## config.mk

```make
export PLATFORM = sky130hd
export DESIGN_NAME = ccmu_unit
export DESIGN_NICKNAME = d
export VERILOG_FILES = /design/src/ccmu_pkg.sv /design/src/ccmu_prescaler.sv /design/src/ccmu_pwm.sv /design/src/ccmu_unit.sv
export SDC_FILE = /design/constraint.sdc
export NUM_CORES = 1
export LEC_CHECK = 0
export ABC_AREA = 1
export BUFFER_PORTS_ARGS = -buffer_cell sky130_fd_sc_hd__buf_2
export CELL_PAD_IN_SITES_DETAIL_PLACEMENT = 1
export CELL_PAD_IN_SITES_GLOBAL_PLACEMENT = 1
export CORE_MARGIN = 3
export CORE_UTILIZATION = 39
export DETAILED_ROUTE_END_ITERATION = 10
export PLACE_DENSITY_LB_ADDON = 0.1
export SETUP_SLACK_MARGIN = 0.3
export SYNTH_ARGS = -nofsm -noshare
export SYNTH_HDL_FRONTEND = slang
export SYNTH_SLANG_ARGS = --single-unit
```

## constraint.sdc

```tcl
create_clock -name clk -period 2.05 [get_ports clk]
set_input_delay 0.3075 -clock clk [delete_from_list [all_inputs] [get_ports clk]]
set_output_delay 0.3075 -clock clk [all_outputs]
set_load 0.1 [all_outputs]
```

## src/ccmu_pkg.sv

```systemverilog
/*
   Package for the capture/compare/PWM mode unit: register offsets, field
   layout, reset values, mode codes and the carrier structs.
   Assumes one 40 MHz clock and a plain strobe register port.
*/
package ccmu_pkg;

   // ----------------------------------------------------------------------
   // Register map
   // ----------------------------------------------------------------------
   localparam logic [2:0] ADDR_CONTROL   = 3'h0; // unit_control
   localparam logic [2:0] ADDR_VALUE_LOW = 3'h1; // capture_value_low
   localparam logic [2:0] ADDR_VALUE_HI  = 3'h2; // capture_value_high
   localparam logic [2:0] ADDR_STATUS    = 3'h3; // flag and pin state
   localparam logic [2:0] ADDR_TSEL      = 3'h4; // timer select bits

   // ----------------------------------------------------------------------
   // Fields and reset values
   // ----------------------------------------------------------------------
   localparam int MODE_LSB = 0;
   localparam int DUTY_LSB = 4;
   localparam int STAT_FLAG_BIT = 0;
   localparam int STAT_PIN_BIT  = 1;
   localparam logic [7:0] CONTROL_RST = 8'h00;
   localparam logic [7:0] VALUE_RST   = 8'h00;
   localparam logic [1:0] TSEL_RST    = 2'h0;
   localparam logic [3:0] PRESC_RST   = 4'h0;
   localparam logic [3:0] PRESC_WRAP4 = 4'h3;
   localparam logic [3:0] PRESC_WRAP16 = 4'hf;

   // ----------------------------------------------------------------------
   // Mode codes
   // ----------------------------------------------------------------------
   localparam logic [3:0] MODE_OFF     = 4'h0;
   localparam logic [3:0] MODE_TOGGLE  = 4'h2;
   localparam logic [3:0] MODE_CAP_F   = 4'h4;
   localparam logic [3:0] MODE_CAP_R   = 4'h5;
   localparam logic [3:0] MODE_CAP_R4  = 4'h6;
   localparam logic [3:0] MODE_CAP_R16 = 4'h7;
   localparam logic [3:0] MODE_SET_HI  = 4'h8;
   localparam logic [3:0] MODE_SET_LO  = 4'h9;
   localparam logic [3:0] MODE_SWIRQ   = 4'ha;

   // Mode classes, one-hot
   typedef enum logic [3:0] {
      CLS_IDLE = 4'b0001,
      CLS_CAP  = 4'b0010,
      CLS_CMP  = 4'b0100,
      CLS_PWM  = 4'b1000
   } ccmu_class_e;

   // Timer counts offered to the unit
   typedef struct packed {
      logic [15:0] timerOne;   // first 16-bit timer
      logic [15:0] timerThree; // third 16-bit timer
      logic [7:0]  timerTwo;   // second 8-bit timer
      logic [7:0]  timerFour;  // fourth 8-bit timer
   } ccmu_timers_s;

   // Register port request
   typedef struct packed {
      logic [2:0] addr;
      logic [7:0] wdata;
      logic       wr;
      logic       rd;
   } ccmu_req_s;

endpackage

```

## src/ccmu_prescaler.sv

```systemverilog
/*
   Capture event qualifier: edge detection and prescaler counter.
   Assumes the pin is synchronous to clk and mode is the live mode field.
*/
`timescale 1ns/1ps
module ccmu_prescaler
   import ccmu_pkg::*;
(
   input  wire logic       clk,     // System clock
   input  wire logic       rst,     // Async reset, active high
   input  wire logic       clear,   // Clear counter
   input  wire logic [3:0] mode,    // Mode field
   input  wire logic       pinIn,   // Pin level
   output logic            capEvt   // One-cycle capture event
);

   logic       pinDly_ff;
   logic [3:0] cnt_ff;
   logic       rise;
   logic       fall;
   logic       wrapAt;

   // ----------------------------------------------------------------------
   // Edge detection
   // ----------------------------------------------------------------------
   // Any pin source counts, even a port write driving the pin
   always_ff @(posedge clk or posedge rst) begin
      if (rst) begin
         pinDly_ff <= 1'b0;
      end else begin
         pinDly_ff <= pinIn;
      end
   end

   assign rise = pinIn & ~pinDly_ff;
   assign fall = ~pinIn & pinDly_ff;

   // ----------------------------------------------------------------------
   // Prescaler
   // ----------------------------------------------------------------------
   assign wrapAt = (mode == MODE_CAP_R16) ? (cnt_ff == PRESC_WRAP16)
                                          : (cnt_ff == PRESC_WRAP4);

   // Counter survives a change between capture settings on purpose
   always_ff @(posedge clk or posedge rst) begin
      if (rst) begin
         cnt_ff <= PRESC_RST;
      end else if (clear) begin
         cnt_ff <= PRESC_RST;
      end else if (rise && (mode == MODE_CAP_R4 || mode == MODE_CAP_R16))
      begin
         cnt_ff <= wrapAt ? PRESC_RST : cnt_ff + 4'h1;
      end
   end

   // Event select per capture code
   always_comb begin
      unique case (mode)
         MODE_CAP_F:   capEvt = fall;
         MODE_CAP_R:   capEvt = rise;
         MODE_CAP_R4,
         MODE_CAP_R16: capEvt = rise & wrapAt;
         default:      capEvt = 1'b0;
      endcase
   end

endmodule // ccmu_prescaler

```

## src/ccmu_pwm.sv

```systemverilog
/*
   Pulse-width output from the 10-bit duty value and an 8-bit time base.
   Assumes the timer wraps on its own; the two low duty bits extend it
   by a two-bit phase counter stepped with the time base.
*/
`timescale 1ns/1ps
module ccmu_pwm
   import ccmu_pkg::*;
(
   input  wire logic       clk,    // System clock
   input  wire logic       rst,    // Async reset, active high
   input  wire logic       enable, // PWM mode active
   input  wire logic [9:0] duty,   // Duty value
   input  wire logic [7:0] tbase,  // Selected 8-bit timer
   output logic            pwmOut  // Registered output
);

   logic [1:0] phase_ff;
   logic [7:0] tPrev_ff;

   // Fine phase advances with every step of the time base
   always_ff @(posedge clk or posedge rst) begin
      if (rst) begin
         phase_ff <= 2'h0;
         tPrev_ff <= 8'h00;
      end else begin
         tPrev_ff <= tbase;
         if (!enable) begin
            phase_ff <= 2'h0;
         end else if (tbase != tPrev_ff) begin
            phase_ff <= phase_ff + 2'h1;
         end
      end
   end

   // Output high while the extended count is below the duty
   always_ff @(posedge clk or posedge rst) begin
      if (rst) begin
         pwmOut <= 1'b0;
      end else begin
         pwmOut <= enable & ({tbase, phase_ff} < duty);
      end
   end

endmodule // ccmu_pwm

```

## src/ccmu_unit.sv

```systemverilog
/*
   Capture/compare/PWM mode unit: control and data registers, time base
   selection, capture, compare and pin action.
   Assumes timer counts come from shared timers on the same clock and
   that software runs them synchronously.
*/
`timescale 1ns/1ps

module ccmu_unit
   import ccmu_pkg::*;
(
   input  wire logic          clk,        // System clock, 40 MHz
   input  wire logic          rst,        // Async reset, active high
   input  wire ccmu_req_s     req,        // Register request
   output logic [7:0]         rdata,      // Read data, cycle after read
   input  wire ccmu_timers_s  timers,     // Shared timer counts
   input  wire logic          pinIn,      // Pin level as seen
   input  wire logic          portLatch,  // Ordinary port latch level
   output logic               pinOut,     // Pin level to drive
   output logic               irqFlag     // unit_irq_flag
);

   // ----------------------------------------------------------------------
   // Declarations
   // ----------------------------------------------------------------------
   logic [7:0]  control_ff;
   logic [7:0]  valueLo_ff;
   logic [7:0]  valueHi_ff;
   logic [1:0]  tsel_ff;
   logic        flag_ff;
   logic        cmpLatch_ff;
   logic        match_ff;
   logic [3:0]  modePrev_ff;
   logic [3:0]  mode;
   logic [1:0]  dutyLow;
   ccmu_class_e cls;
   logic        wrCtl;
   logic        presClear;
   logic        capEvt;
   logic [15:0] ccTimer;
   logic [7:0]  pwmTimer;
   logic        useThree;
   logic        match;
   logic        matchRise;
   logic        pwmOut;
   logic        cmpFlagMode;

   assign mode    = control_ff[MODE_LSB +: 4];
   assign dutyLow = control_ff[DUTY_LSB +: 2];
   assign wrCtl   = req.wr && (req.addr == ADDR_CONTROL);

   // Mode class decode; reserved codes fall into idle
   function automatic ccmu_class_e classOf(input logic [3:0] m);
      if (m[3:2] == 2'b11) begin
         classOf = CLS_PWM;
      end else if (m[3:2] == 2'b01) begin
         classOf = CLS_CAP;
      end else if (m == MODE_TOGGLE || m == MODE_SET_HI ||
                   m == MODE_SET_LO || m == MODE_SWIRQ) begin
         classOf = CLS_CMP;
      end else begin
         classOf = CLS_IDLE;
      end
   endfunction

   assign cls     = classOf(mode);

   // ----------------------------------------------------------------------
   // Time base selection
   // ----------------------------------------------------------------------
   // Select 0 uses timers one/two only; any other value moves this unit
   // to three/four, value 3 sending every unit there
   assign useThree = (tsel_ff != TSEL_RST);
   assign ccTimer  = useThree ? timers.timerThree
                              : timers.timerOne;
   assign pwmTimer = useThree ? timers.timerFour
                              : timers.timerTwo;

   // ----------------------------------------------------------------------
   // Control and select registers
   // ----------------------------------------------------------------------
   always_ff @(posedge clk or posedge rst) begin
      if (rst) begin
         control_ff <= CONTROL_RST;
      end else if (wrCtl) begin
         control_ff <= {2'b00, req.wdata[5:0]}; // Bits 7-6 unimplemented
      end
   end

   always_ff @(posedge clk or posedge rst) begin
      if (rst) begin
         tsel_ff <= TSEL_RST;
      end else if (req.wr && req.addr == ADDR_TSEL) begin
         tsel_ff <= req.wdata[1:0];
      end
   end

   // Previous mode, for entry actions
   always_ff @(posedge clk or posedge rst) begin
      if (rst) begin
         modePrev_ff <= MODE_OFF;
      end else begin
         modePrev_ff <= mode;
      end
   end

   // ----------------------------------------------------------------------
   // Capture
   // ----------------------------------------------------------------------
   // Clearing on leaving capture, but not on a move between settings
   assign presClear = (cls != CLS_CAP);

   ccmu_prescaler u_presc (
      .clk    (clk),
      .rst    (rst),
      .clear  (presClear),
      .mode   (mode),
      .pinIn  (pinIn),
      .capEvt (capEvt)
   );

   // Data bytes: capture overwrites silently, software write otherwise
   always_ff @(posedge clk or posedge rst) begin
      if (rst) begin
         valueLo_ff <= VALUE_RST;
         valueHi_ff <= VALUE_RST;
      end else if (capEvt) begin
         valueLo_ff <= ccTimer[7:0];
         valueHi_ff <= ccTimer[15:8];
      end else if (req.wr) begin
         if (req.addr == ADDR_VALUE_LOW) begin
            valueLo_ff <= req.wdata;
         end
         if (req.addr == ADDR_VALUE_HI) begin
            valueHi_ff <= req.wdata;
         end
      end
   end

   // ----------------------------------------------------------------------
   // Compare
   // ----------------------------------------------------------------------
   assign match = (cls == CLS_CMP) &&
                  ({valueHi_ff, valueLo_ff} == ccTimer);

   // Act once per match: the timer may hold a value many clocks
   always_ff @(posedge clk or posedge rst) begin
      if (rst) begin
         match_ff <= 1'b0;
      end else begin
         match_ff <= match;
      end
   end

   assign matchRise   = match & ~match_ff;
   assign cmpFlagMode = (cls == CLS_CMP);

   // Compare output latch with entry values
   always_ff @(posedge clk or posedge rst) begin
      if (rst) begin
         cmpLatch_ff <= 1'b0;
      end else if (mode == MODE_OFF) begin
         cmpLatch_ff <= 1'b0;
      end else if (mode != modePrev_ff && mode == MODE_SET_HI) begin
         cmpLatch_ff <= 1'b0;
      end else if (mode != modePrev_ff && mode == MODE_SET_LO) begin
         cmpLatch_ff <= 1'b1;
      end else if (matchRise) begin
         unique case (mode)
            MODE_TOGGLE: cmpLatch_ff <= ~cmpLatch_ff;
            MODE_SET_HI: cmpLatch_ff <= 1'b1;
            MODE_SET_LO: cmpLatch_ff <= 1'b0;
            default:     cmpLatch_ff <= cmpLatch_ff;
         endcase
      end
   end

   // ----------------------------------------------------------------------
   // Interrupt flag
   // ----------------------------------------------------------------------
   // Set wins over a software clear in the same cycle
   always_ff @(posedge clk or posedge rst) begin
      if (rst) begin
         flag_ff <= 1'b0;
      end else if (capEvt || (matchRise && cmpFlagMode)) begin
         flag_ff <= 1'b1;
      end else if (req.wr && req.addr == ADDR_STATUS &&
                   !req.wdata[STAT_FLAG_BIT]) begin
         flag_ff <= 1'b0;
      end
   end

   assign irqFlag = flag_ff;

   // ----------------------------------------------------------------------
   // Pulse width and pin
   // ----------------------------------------------------------------------
   ccmu_pwm u_pwm (
      .clk    (clk),
      .rst    (rst),
      .enable (cls == CLS_PWM),
      .duty   ({valueLo_ff, dutyLow}),
      .tbase  (pwmTimer),
      .pwmOut (pwmOut)
   );

   // Pin source per class; idle and 1010 leave the port latch in charge
   always_comb begin
      unique case (cls)
         CLS_PWM: pinOut = pwmOut;
         CLS_CMP: pinOut = (mode == MODE_SWIRQ) ? portLatch
                                                : cmpLatch_ff;
         default: pinOut = portLatch;
      endcase
   end

   // ----------------------------------------------------------------------
   // Read port
   // ----------------------------------------------------------------------
   always_ff @(posedge clk or posedge rst) begin
      if (rst) begin
         rdata <= 8'h00;
      end else if (req.rd) begin
         unique case (req.addr)
            ADDR_CONTROL:   rdata <= control_ff;
            ADDR_VALUE_LOW: rdata <= valueLo_ff;
            ADDR_VALUE_HI:  rdata <= valueHi_ff;
            ADDR_STATUS:    rdata <= {6'h00, pinOut, flag_ff};
            ADDR_TSEL:      rdata <= {6'h00, tsel_ff};
            default:        rdata <= 8'h00;
         endcase
      end else begin
         rdata <= 8'h00;
      end
   end

endmodule // ccmu_unit

```

==> results of run 1 <==
## stage by stage
| stage | cells | hold WS (ns) | utilization (%) | TNS (ns) |
|---|---|---|---|---|
| floorplan | 495 | 0.3389 | - | 0 |
| global placement | 678 | 0.3728 | 48.94 | 0 |
| detailed placement | 678 | 0.3782 | 48.94 | -0.05138 |
| CTS | 704 | 0.02844 | 53.54 | 0 |
| global route | 729 | 0.04019 | 60.00 | -0.4086 |
| finish | 729 | 0.01327 | 60.00 | -0.02821 |
## final timing paths
| path | slack [ns] | cells past startpoint | to |
|---|---|---|---|
| max in group asynchronous | 1.40 | 3 | control_ff[1]$_DFFE_PP0P_ |
| worst min register to register | 0.50 | 0 | modePrev_ff[2]$_DFF_PP0_ |
| worst min-delay path | 0.01 | 2 | u_pwm.phase_ff[0]$_DFFE_PP0P_ |
| worst max-delay path | -0.03 | 14 | cmpLatch_ff$_DFFE_PP0P_ |
| worst max register to register | -0.03 | 14 | cmpLatch_ff$_DFFE_PP0P_ |
| min in group clk | 0.11 | 1 | u_presc.pinDly_ff$_DFF_PP0_ |
## routing by layer
layer	global-route usage (%)	up-vias	part of all wire, %
met1	32.16	1969	39
met3	2.630	46	6.2
met5	0	-	0
met4	4.249	0	3.3
met2	43.39	184	51
li1	-	1839	-
## report_power, final
part           internal, uW  switching (uW)
logic                  1110            1800
registers              1350             255
clock network           246             402
## registers in the layout (all words and copies together), names as in the netlist
register / count
u_pwm.phase_ff: 2
rdata: 8
valueHi_ff: 8
u_presc.cnt_ff: 4
match_ff: 1
u_pwm.pwmOut: 1
tsel_ff: 2
irqFlag: 1
u_presc.pinDly_ff: 1
control_ff: 6
u_pwm.tPrev_ff: 8
valueLo_ff: 8
modePrev_ff: 4
cmpLatch_ff: 1
## cell families (layout without fill, tap and decap cells)
group	Yosys count	in the layout	share of synthesized area [%]
adders and majority gates	10	10	3.582
DFF	55	55	39.40
buffers and inverters	87	215	10.28
AOI/OAI and AO/OA	53	53	9.385
and+or+nand+nor	275	276	33.52
muxes	1	1	0.3223
xor gates and xnor gates	14	14	3.510
## Yosys cell counts (4+ instances only)
cell type,number
sky130_fd_sc_hd__a21oi_1,12
sky130_fd_sc_hd__buf_4,4
sky130_fd_sc_hd__dfrtp_1,55
sky130_fd_sc_hd__ha_1,10
sky130_fd_sc_hd__inv_1,75
sky130_fd_sc_hd__nand2_1,163
sky130_fd_sc_hd__nand3_1,67
sky130_fd_sc_hd__nor2_1,30
sky130_fd_sc_hd__nor2_2,4
sky130_fd_sc_hd__nor3_1,5
sky130_fd_sc_hd__o21ai_0,19
sky130_fd_sc_hd__o22ai_1,6
sky130_fd_sc_hd__xnor2_1,5
sky130_fd_sc_hd__xor2_1,9
## layout by cell type (no fill, tap or decap), types with 2 or more instances in the layout
cell type	instances
sky130_fd_sc_hd__nand2_1	127
sky130_fd_sc_hd__buf_2	73
sky130_fd_sc_hd__inv_1	69
sky130_fd_sc_hd__nand3_1	55
sky130_fd_sc_hd__dfrtp_1	49
sky130_fd_sc_hd__buf_4	36
sky130_fd_sc_hd__nand2_2	28
sky130_fd_sc_hd__nor2_1	21
sky130_fd_sc_hd__nand3_2	13
sky130_fd_sc_hd__o21ai_0	11
sky130_fd_sc_hd__nor2_4	9
sky130_fd_sc_hd__nand2_4	9
sky130_fd_sc_hd__xor2_1	9
sky130_fd_sc_hd__a21oi_1	8
sky130_fd_sc_hd__ha_1	7
sky130_fd_sc_hd__buf_6	7
sky130_fd_sc_hd__o22ai_1	6
sky130_fd_sc_hd__dfrtp_2	6
sky130_fd_sc_hd__buf_12	6
sky130_fd_sc_hd__o21ai_1	5
sky130_fd_sc_hd__nor2_2	5
sky130_fd_sc_hd__clkbuf_8	5
sky130_fd_sc_hd__buf_8	5
sky130_fd_sc_hd__inv_4	4
sky130_fd_sc_hd__nor3_1	4
sky130_fd_sc_hd__xnor2_1	4
sky130_fd_sc_hd__o211ai_1	3
sky130_fd_sc_hd__a21oi_4	3
sky130_fd_sc_hd__o21ai_2	3
sky130_fd_sc_hd__inv_2	3
sky130_fd_sc_hd__o221ai_1	3
sky130_fd_sc_hd__ha_4	3
sky130_fd_sc_hd__inv_8	2
sky130_fd_sc_hd__a21oi_2	2
sky130_fd_sc_hd__clkinv_4	2
sky130_fd_sc_hd__clkbuf_16	2
## critical path: stages (launching register included)
cell and delay (ns):
sky130_fd_sc_hd__dfrtp_2 0.47, sky130_fd_sc_hd__nor2_4 0.15, sky130_fd_sc_hd__buf_6 0.15, sky130_fd_sc_hd__buf_8 0.13, sky130_fd_sc_hd__buf_8 0.14, sky130_fd_sc_hd__o21ai_2 0.08
sky130_fd_sc_hd__nand2_1 0.08, sky130_fd_sc_hd__nand2_1 0.08, sky130_fd_sc_hd__nor2_1 0.13, sky130_fd_sc_hd__nand3_1 0.14, sky130_fd_sc_hd__nor2_4 0.19, sky130_fd_sc_hd__nand3_2 0.10
sky130_fd_sc_hd__nand2_1 0.08, sky130_fd_sc_hd__nand2_1 0.06, sky130_fd_sc_hd__nand2_1 0.05
## what timing repair did
item,4_1_cts,5_1_grt
hold endpoints to repair,0,0
gates cloned,0,7
setup buffers,18,18
resized for setup,52,85
pin swaps,14,37
endpoints found under the setup margin,24,24
hold buffers,0,0
## cell type report
| cell class | instances | area (sq um) |
|---|---|---|
| fill | 1055 | 3386 |
| multi-input combinational | 354 | 2192 |
| sequential | 55 | 1384 |
| timing repair buffer | 129 | 959.7 |
| inverter | 78 | 317.8 |
| tap | 105 | 131.4 |
| clock buffer | 5 | 68.82 |
| clock inverter | 3 | 25.02 |
==> impl_results.md, run 1 <==
- Layout area overhead: 45.38%
- FF+latch count, synth: 55
- Max_cap viols: 0
- Synthesized area divided by synthesized cell count: 7.057 sq um
- Proportion of register bits with asynchronous set or reset after synthesis: 100.0%
- Weighted congestion reported at the end of routability-driven placement: 0.8724
- Horiz. Die Dim: 100.6 um
- Critical path required time: 2.31 ns
- Critical path origin: tsel_ff[0]$_DFFE_PP0P_
- Area of the die: 0.01013 sq mm
- Dominant synthesized flop cell: sky130_fd_sc_hd__dfrtp_1
- Post-route minimum period: 2.078 ns
- Final net count: 698
- Portion of synthesized cell area occupied by the leading cell type: 39.40%
- Pre-CTS setup slack: -0.05138 ns
- Seq/Total Area, Yosys: 39.40%
- Pin count of the biggest net entering global routing: 24
- Clk Tree Root Cell: sky130_fd_sc_hd__clkbuf_8
- Cell area after synthesis: 0.003493 sq mm
- Chip height: 100.6 um
- Row count: 33
- Number of antenna violations at the first check in global routing: 0
- Starting density of the core: 41.27%
- Number of nets produced by synthesis: 570
- Gr usage total: 24.37%
- Later-pin clock latency in the skew report: 0.32 ns
- Half-perimeter wire length after placement: 9253 um
- Arrival @ worst endpoint: 2.34 ns
- Drt first pass iters: 5
- Critical-path maximum fanout: 5
- Worst Slack Setup Final: -0.02821 ns
- R2R Path Start: tsel_ff[0]$_DFFE_PP0P_
- Clock edge transition at the registers on the reported setup and hold paths: 0.11 ns
- Number of sinks on the clock net: 55
- Leakage component of the power: 0.002684 uW
- H-tree depth reported by CTS: 2
- Post-placement cell area: 0.004143 sq mm
- I/O Buffers: 74
- Core outline area: 0.008464 sq mm
- Fmax achieved: 481.2 MHz
- Period utilization: 101.4%
- Dominant cell type by area after synthesis: sky130_fd_sc_hd__dfrtp_1
- Number of design-rule violations left by the first detailed-router iteration: 288
- Worst Setup Start Kind: flop
- Antenna cell count: 0
- Unrepaired setup endpoints after global routing: true
- Final setup violating endpoints: 1
- Number of synthesis warnings: 0
- Top cells by area in the synthesized netlist: sky130_fd_sc_hd__dfrtp_1 39%, sky130_fd_sc_hd__nand2_1 18%, sky130_fd_sc_hd__nand3_1 9.6%
- Hold Path Class: in2async
- Number of top-level design ports: 75
- Category of the critical setup timing path: reg2reg
- Max transition margin: 56.12%
- Share of post-route cells with drive strength above 1: 37.98%
- Via count of the first global-routing pass: 3883
- EDFF count, synth: 0
- Count of mapped cells out of synthesis: 495
- Deepest clock path buffer count: 2
- Final cell area excluding filler cells: 0.005079 sq mm
- Via count of the routed design: 4038
- Violated checks: negative setup slack
- Count of different cell masters after synthesis: 37
- Worst Skew: 0.01026 ns
- Max-slew violation count: 0
- Crit. End Element: flop
- Count of antenna-violating nets left after detailed routing: 0
- Total wirelength of the detailed-routed design: 14810 um
- Total power density per cell area: 1019 mW/mm^2
- Post-detailed-route via-to-cell ratio: 5.539
- Wire length of the first global-routing pass: 19490 um
- Clock tree from TritonCTS: done
- Hold violation count in the final report: 0
- Maximum resistive drop on vdd: 0.4567 mV
- Overflow left after global routing: 0
- Run status: finished, violations left
- Worst Tran Pin Value: 0.6532 ns
- Cts bufs inserted: 5
- Total power of the final layout: 5175 uW
- Routed wire length per instance: 20.31 um
- # DRC: 0
Note: power is estimated with default switching activity, not from simulation.
==> run 2: changes to the inputs <==
- CORE_ASPECT_RATIO: unset -> 0.75
- CORE_UTILIZATION: 39 -> 42
- clock period: 2.05 -> 2.5 ns (I/O delays scaled with it)
==> impl_results.md, run 2 (synthesized netlist as in run 1, its figures left out) <==
- Later-pin clock latency in the skew report: 0.32 ns (about the same)
- Unrepaired setup endpoints after global routing: false
- Most common library cell in the layout ignoring fill and taps: sky130_fd_sc_hd__nand2_1
- Number of design-rule violations left by the first detailed-router iteration: 183 (-36%)
- Number of sinks on the clock net: 55 (unchanged)
- Cts bufs inserted: 5 (unchanged)
- Leakage component of the power: 0.002347 uW (-13%)
- Overflow left after global routing: 0 (unchanged)
- Weighted congestion reported at the end of routability-driven placement: 0.8979 (+2.9%)
- Series of cell instances along the critical path: inv_2 > nor2_2 > nand2_1 > nand2_2 > o211ai_1 > o2111ai_2 > buf_12
- Total power density per cell area: 838.3 mW/mm^2 (-18%)
- Peak per-stage delay on the critical path: 0.45 ns (-0.02 ns)
- Via count of the routed design: 3603 (-11%)
- Worst Setup Start Kind: flop
- Category of the critical setup timing path: reg2out
- Final setup violating endpoints: 0 (-1)
- Number of antenna violations at the first check in global routing: 0 (unchanged)
- Setup TNS: 0 ns (+0.02821 ns)
- Post-route minimum period: 2.107 ns
- Worst Slack Setup Final: 0.3930 ns (+0.4212 ns)
- Critical Path Slowest Stage Cell: sky130_fd_sc_hd__dfrtp_2
- Max_cap viols: 0 (unchanged)
- Post-detailed-route via-to-cell ratio: 5.222 (-5.7%)
- Chip height: 84.98 um (-16%)
- Critical path required time: 2.12 ns (-0.19 ns)
- Final net count: 659 (-5.6%)
- Fmax achieved: 474.6 MHz
- Starting density of the core: 43.73% (+2.5 points)
- Count of antenna-violating nets left after detailed routing: 0 (unchanged)
- H-tree depth reported by CTS: 2 (unchanged)
- Antenna cell count: 0 (unchanged)
- Via count of the first global-routing pass: 3790 (-2.4%)
- Area of the die: 0.009459 sq mm (-6.6%)
- Post-Route Hold Slack: 0.1022 ns (+0.08888 ns)
- Row count: 28 (-15%)
- Period utilization: 84.28%
- Critical path depth in cells: 7 (-7)
- Cts-stage hold buffer count: 0 (unchanged)
- Core outline area: 0.007988 sq mm (-5.6%)
- Max-slew violation count: 0 (unchanged)
- Share of post-route cells with drive strength above 1: 21.03% (-17 points)
- Number of top-level design ports: 75 (unchanged)
- Gr usage total: 24.10% (-0.27 points)
- Worst Skew: 0.006985 ns (-0.003275 ns)
- Max transition margin: 61.10% (+5.0 points)
- Arrival @ worst endpoint: 1.73 ns (-0.61 ns)
- Clk Tree Root Cell: sky130_fd_sc_hd__clkbuf_8
- Crit. End Element: output pin
- Maximum resistive drop on vdd: 0.4074 mV (-11%)
- Pin count of the biggest net entering global routing: 32 (+33%)
- Drt first pass iters: 4 (-1)
- Run status: finished clean
- Layout area overhead: 22.10%
- Hold violation count in the final report: 0 (unchanged)
- Hold Path Class: in2async
- Routed wire length per instance: 16.34 um (-20%)
- Critical-path maximum fanout: 5 (unchanged)
- Worst Tran Pin Value: 0.5827 ns (-0.07046 ns)
- Reg2Reg Depth: 8 (-6)
- Clock tree from TritonCTS: done
- Finished Core Util: 53.40% (-6.6 points)
- Horiz. Die Dim: 111.3 um (+11%)
- Leading cell types in the layout, fill and taps excluded: 160 x sky130_fd_sc_hd__nand2_1, 74 x sky130_fd_sc_hd__inv_1, 73 x sky130_fd_sc_hd__buf_2, 67 x sky130_fd_sc_hd__nand3_1, 52 x sky130_fd_sc_hd__dfrtp_1
- # DRC: 0 (unchanged)
- Clock edge transition at the registers on the reported setup and hold paths: 0.11 ns (about the same)
- I/O Buffers: 74 (unchanged)
- Critical path buffers and inverters: 2 (-1)
- Half-perimeter wire length after placement: 8850 um (-4.4%)
- FILL cells: 1061 (+0.57%)
- Wire length of the first global-routing pass: 18320 um (-6.0%)
- Pre-CTS setup slack: 0.2358 ns (+0.2872 ns)
- Dominant delay contributor by cell family on the critical path: flip-flops
- Total power of the final layout: 3576 uW (-31%)
- Total wirelength of the detailed-routed design: 11280 um (-24%)
- Deepest clock path buffer count: 2 (unchanged)
==> run 2: cell types whose count changed in the layout (fill, tap and decap cells not counted), sizes merged <==
| cell | delta |
|---|---|
| clkinvlp | -1 |
| nand2 | -1 |
| inv | +1 |
| clkinv | -2 |
| bufinv | +1 |
| buf | -36 |
| clkbuf | -1 |
==> run 2: repair_timing <==
action,4_1_cts,5_1_grt
endpoints found under the setup margin,3,15
pin swaps,1,2
gates resized for setup,9,9
cloned,0,0
setup buffers,1,5
==> run 2: cell type report <==
class / count / area, sq um / share of cell area (%)
multi-input combinational: 353 / 1785 / 41.86
sequential: 55 / 1380 / 32.36
clock buffer: 6 / 82.58 / 1.936
timing repair buffer: 91 / 554.3 / 13.00
clock inverter: 2 / 38.79 / 0.9094
tap: 105 / 131.4 / 3.080
inverter: 78 / 292.8 / 6.864
==> run 2: routing by layer <==
layer  GRT usage (%)  part of all wire (%)
met5               0                     0
met4           4.972                  0.86
met3           3.706                   3.6
met2           42.69                    49
met1           31.56                    47
==> run 2: path summary, 6_finish.rpt <==
kind,start,end,slack [ns]
min in group clk,pinIn,u_presc.pinDly_ff$_DFF_PP0_,0.17
max in group asynchronous,rst,irqFlag$_DFFE_PP0P_,1.81
min reg2reg,valueLo_ff[3]$_DFFE_PP0P_,valueLo_ff[3]$_DFFE_PP0P_,0.50
max reg2reg,tsel_ff[0]$_DFFE_PP0P_,u_pwm.pwmOut$_DFF_PP0_,0.42
max,control_ff[1]$_DFFE_PP0P_,pinOut,0.39
min,rst,rdata[3]$_DFF_PP0_,0.10
==> run 2: metrics by stage <==
step | cell area (sq um) | cells
2_1_floorplan | 3500 | 495
3_3_place_gp | 4045 | 676
3_5_place_dp | 4045 | 676
4_1_cts | 4200 | 685
5_1_grt | 4265 | 690
6_report | 4265 | 690
==> run 2: report_power, final <==
group | switching, uW | total (uW) | internal, uW
combinational | 1090 | 1620 | 539
sequential | 186 | 1290 | 1110
clock | 327 | 658 | 331
total | 1600 | 3580 | 1980
==> run 3: changes to the inputs <==
- CORE_UTILIZATION: 42 -> 35
- clock period: 2.5 -> 1.73 ns (I/O delays scaled with it)
==> impl_results.md, run 3 (synthesized netlist as in run 1, its figures left out) <==
- Run status: finished, violations left
- Violated checks: negative setup slack
- # DRC: 0 (unchanged)
- Deepest clock path buffer count: 2 (unchanged)
- Row count: 30 (+7.1%)
- FILL cells: 1163 (+9.6%)
- Final net count: 736 (+12%)
- Clk Tree Root Cell: sky130_fd_sc_hd__clkbuf_16
- Via count of the first global-routing pass: 4403 (+16%)
- Chip height: 92.52 um (+8.9%)
- Number of antenna violations at the first check in global routing: 0 (unchanged)
- Routed wire length per instance: 19.85 um (+21%)
- Cell seen most often among critical-path stages: sky130_fd_sc_hd__nand2_1
- Total power of the final layout: 6938 uW (+94%)
- Horiz. Die Dim: 121.4 um (+9.0%)
- Layout area overhead: 61.68%
- Footprint of the multi-input gates: 0.002336 sq mm (+31%)
- Via count of the routed design: 4121 (+14%)
- Number of sinks on the clock net: 55 (unchanged)
- Half-perimeter wire length after placement: 9969 um (+13%)
- Unrepaired setup endpoints after global routing: true
- Core outline area: 0.009384 sq mm (+17%)
- Total wirelength of the detailed-routed design: 15680 um (+39%)
- Period utilization: 120.7%
- Crit. End Element: flop
- Gr usage total: 25.63% (+1.5 points)
- Total power density per cell area: 1228 mW/mm^2 (+47%)
- Critical path required time: 1.98 ns (-0.14 ns)
- Post-detailed-route via-to-cell ratio: 5.216 (-0.10%)
- Post-route minimum period: 2.088 ns
- Weighted congestion reported at the end of routability-driven placement: 0.8283 (-7.8%)
- Area of the die: 0.01123 sq mm (+19%)
- Fmax achieved: 478.9 MHz
- Clock tree from TritonCTS: done
- Number of top-level design ports: 75 (unchanged)
- Maximum resistive drop on vdd: 0.7779 mV (+91%)
- Setup TNS: -5.830 ns (-5.830 ns)
- Met2 layer wire length in the routed design: 7908 um (+43%)
- Series of cell instances along the critical path: buf_6 > nor2_4 > buf_12 > buf_16 > nand2_2 > nand2_1 > nand2_1 > nand2_1 > nand2_1 > nor2_2 > nand3_2 > nor2_4 > nand3_2 > nand2_1 > nand2_1 > nand2_1
- Antenna cell count: 0 (unchanged)
- Hold Path Class: in2async
- Pre-CTS setup slack: -0.5034 ns (-0.7392 ns)
- Later-pin clock latency in the skew report: 0.31 ns (about the same)
- Starting density of the core: 37.23% (-6.5 points)
- Number of design-rule violations left by the first detailed-router iteration: 242 (+32%)
- Worst Setup Start Kind: flop
- Storage element area: 0.001380 sq mm (unchanged)
- Arrival @ worst endpoint: 2.34 ns (+0.61 ns)
- Count of antenna-violating nets left after detailed routing: 0 (unchanged)
- Highest signal layer in the routed design: met4
- Wire length on met3: 759 um (+89%)
- Cts bufs inserted: 5 (unchanged)
- I/O Buffers: 74 (unchanged)
- Share of post-route cells with drive strength above 1: 44.71% (+24 points)
- Worst Slack Setup Final: -0.3579 ns (-0.7509 ns)
- Hold violation count in the final report: 0 (unchanged)
- Clock edge transition at the registers on the reported setup and hold paths: 0.08 ns (-0.03 ns)
- H-tree depth reported by CTS: 2 (unchanged)
- Most common library cell in the layout ignoring fill and taps: sky130_fd_sc_hd__nand2_1
- Critical Path Slowest Stage Cell: sky130_fd_sc_hd__dfrtp_1
- Peak per-stage delay on the critical path: 0.41 ns (-0.04 ns)
- Max_cap viols: 0 (unchanged)
- Leading cell types in the layout, fill and taps excluded: 124 x sky130_fd_sc_hd__nand2_1, 72 x sky130_fd_sc_hd__buf_2, 69 x sky130_fd_sc_hd__inv_1, 69 x sky130_fd_sc_hd__buf_4, 52 x sky130_fd_sc_hd__dfrtp_1
- Met1 WL: 6760 um (+29%)
- Drt first pass iters: 5 (+1)
- Leakage component of the power: 0.002915 uW (+24%)
- Worst reg-to-reg setup slack: -0.36 ns (-0.78 ns)
- Max-slew violation count: 0 (unchanged)
- Category of the critical setup timing path: reg2reg
- Worst Skew: 0.006458 ns (-0.0005270 ns)
- Overflow left after global routing: 0 (unchanged)
- Max transition margin: 61.86% (+0.76 points)
- Worst Tran Pin Value: 0.5678 ns (-0.01494 ns)
- Critical-path maximum fanout: 7 (+2)
- Wire length of the first global-routing pass: 22370 um (+22%)
- Finished Core Util: 60.19% (+6.8 points)
- Pin count of the biggest net entering global routing: 56 (+75%)
- Final setup violating endpoints: 24 (+24)
-- run 3: per-stage QoR --
step	hold WS (ns)	instances	area, sq um
floorplan	0.2909	495	3696
global placement	0.3652	748	4693
detailed placement	0.3682	748	4693
CTS	0.04460	776	5249
global route	0.05837	790	5648
finish	0.02221	790	5648
-- run 3: cell type report --
| type | instances | area share, % |
|---|---|---|
| tap | 128 | 2.836 |
| inverter | 78 | 5.450 |
| timing repair buffer | 167 | 23.17 |
| multi-input combinational | 354 | 41.36 |
| sequential | 55 | 24.44 |
| clock inverter | 2 | 0.2880 |
| clock buffer | 6 | 2.459 |
-- run 3: repair_timing --
action                                  4_1_cts  5_1_grt
gates resized for setup                      53       62
endpoints found under the setup margin       28       30
setup buffers                                17       12
pin swaps                                    33       43
hold buffers                                  0        0
cloned                                        3        2
-- run 3: worst max-delay path, delay by kind of cell (launching register included) --
family,cells,cell delay (ns)
buffers and inverters,3,0.43
DFF,1,0.41
and+or+nand+nor,13,1.18
-- run 3: path summary, 6_finish.rpt --
path	startpoint	end	cells past startpoint
worst min-delay path	rst	u_pwm.phase_ff[0]$_DFFE_PP0P_	3
max in group asynchronous	rst	control_ff[0]$_DFFE_PP0P_	3
min in group clk	pinIn	u_presc.pinDly_ff$_DFF_PP0_	1
worst min register to register	valueLo_ff[4]$_DFFE_PP0P_	valueLo_ff[4]$_DFFE_PP0P_	2
worst max register to register	tsel_ff[1]$_DFFE_PP0P_	cmpLatch_ff$_DFFE_PP0P_	16
worst max-delay path	tsel_ff[1]$_DFFE_PP0P_	cmpLatch_ff$_DFFE_PP0P_	16
-- run 3: routing by layer --
layer  vias up  track usage (%)
met5         -                0
met4         0            6.903
met3        24            3.724
met2       119            43.72
met1      2054            33.99
li1       1924                -
-- run 3: report_power, final --
group | switching (uW) | leakage [uW] | total, uW | internal (uW)
combinational | 2270 | 0.00216 | 3910 | 1650
clock | 535 | 0.0000731 | 1120 | 582
sequential | 306 | 0.000686 | 1910 | 1600
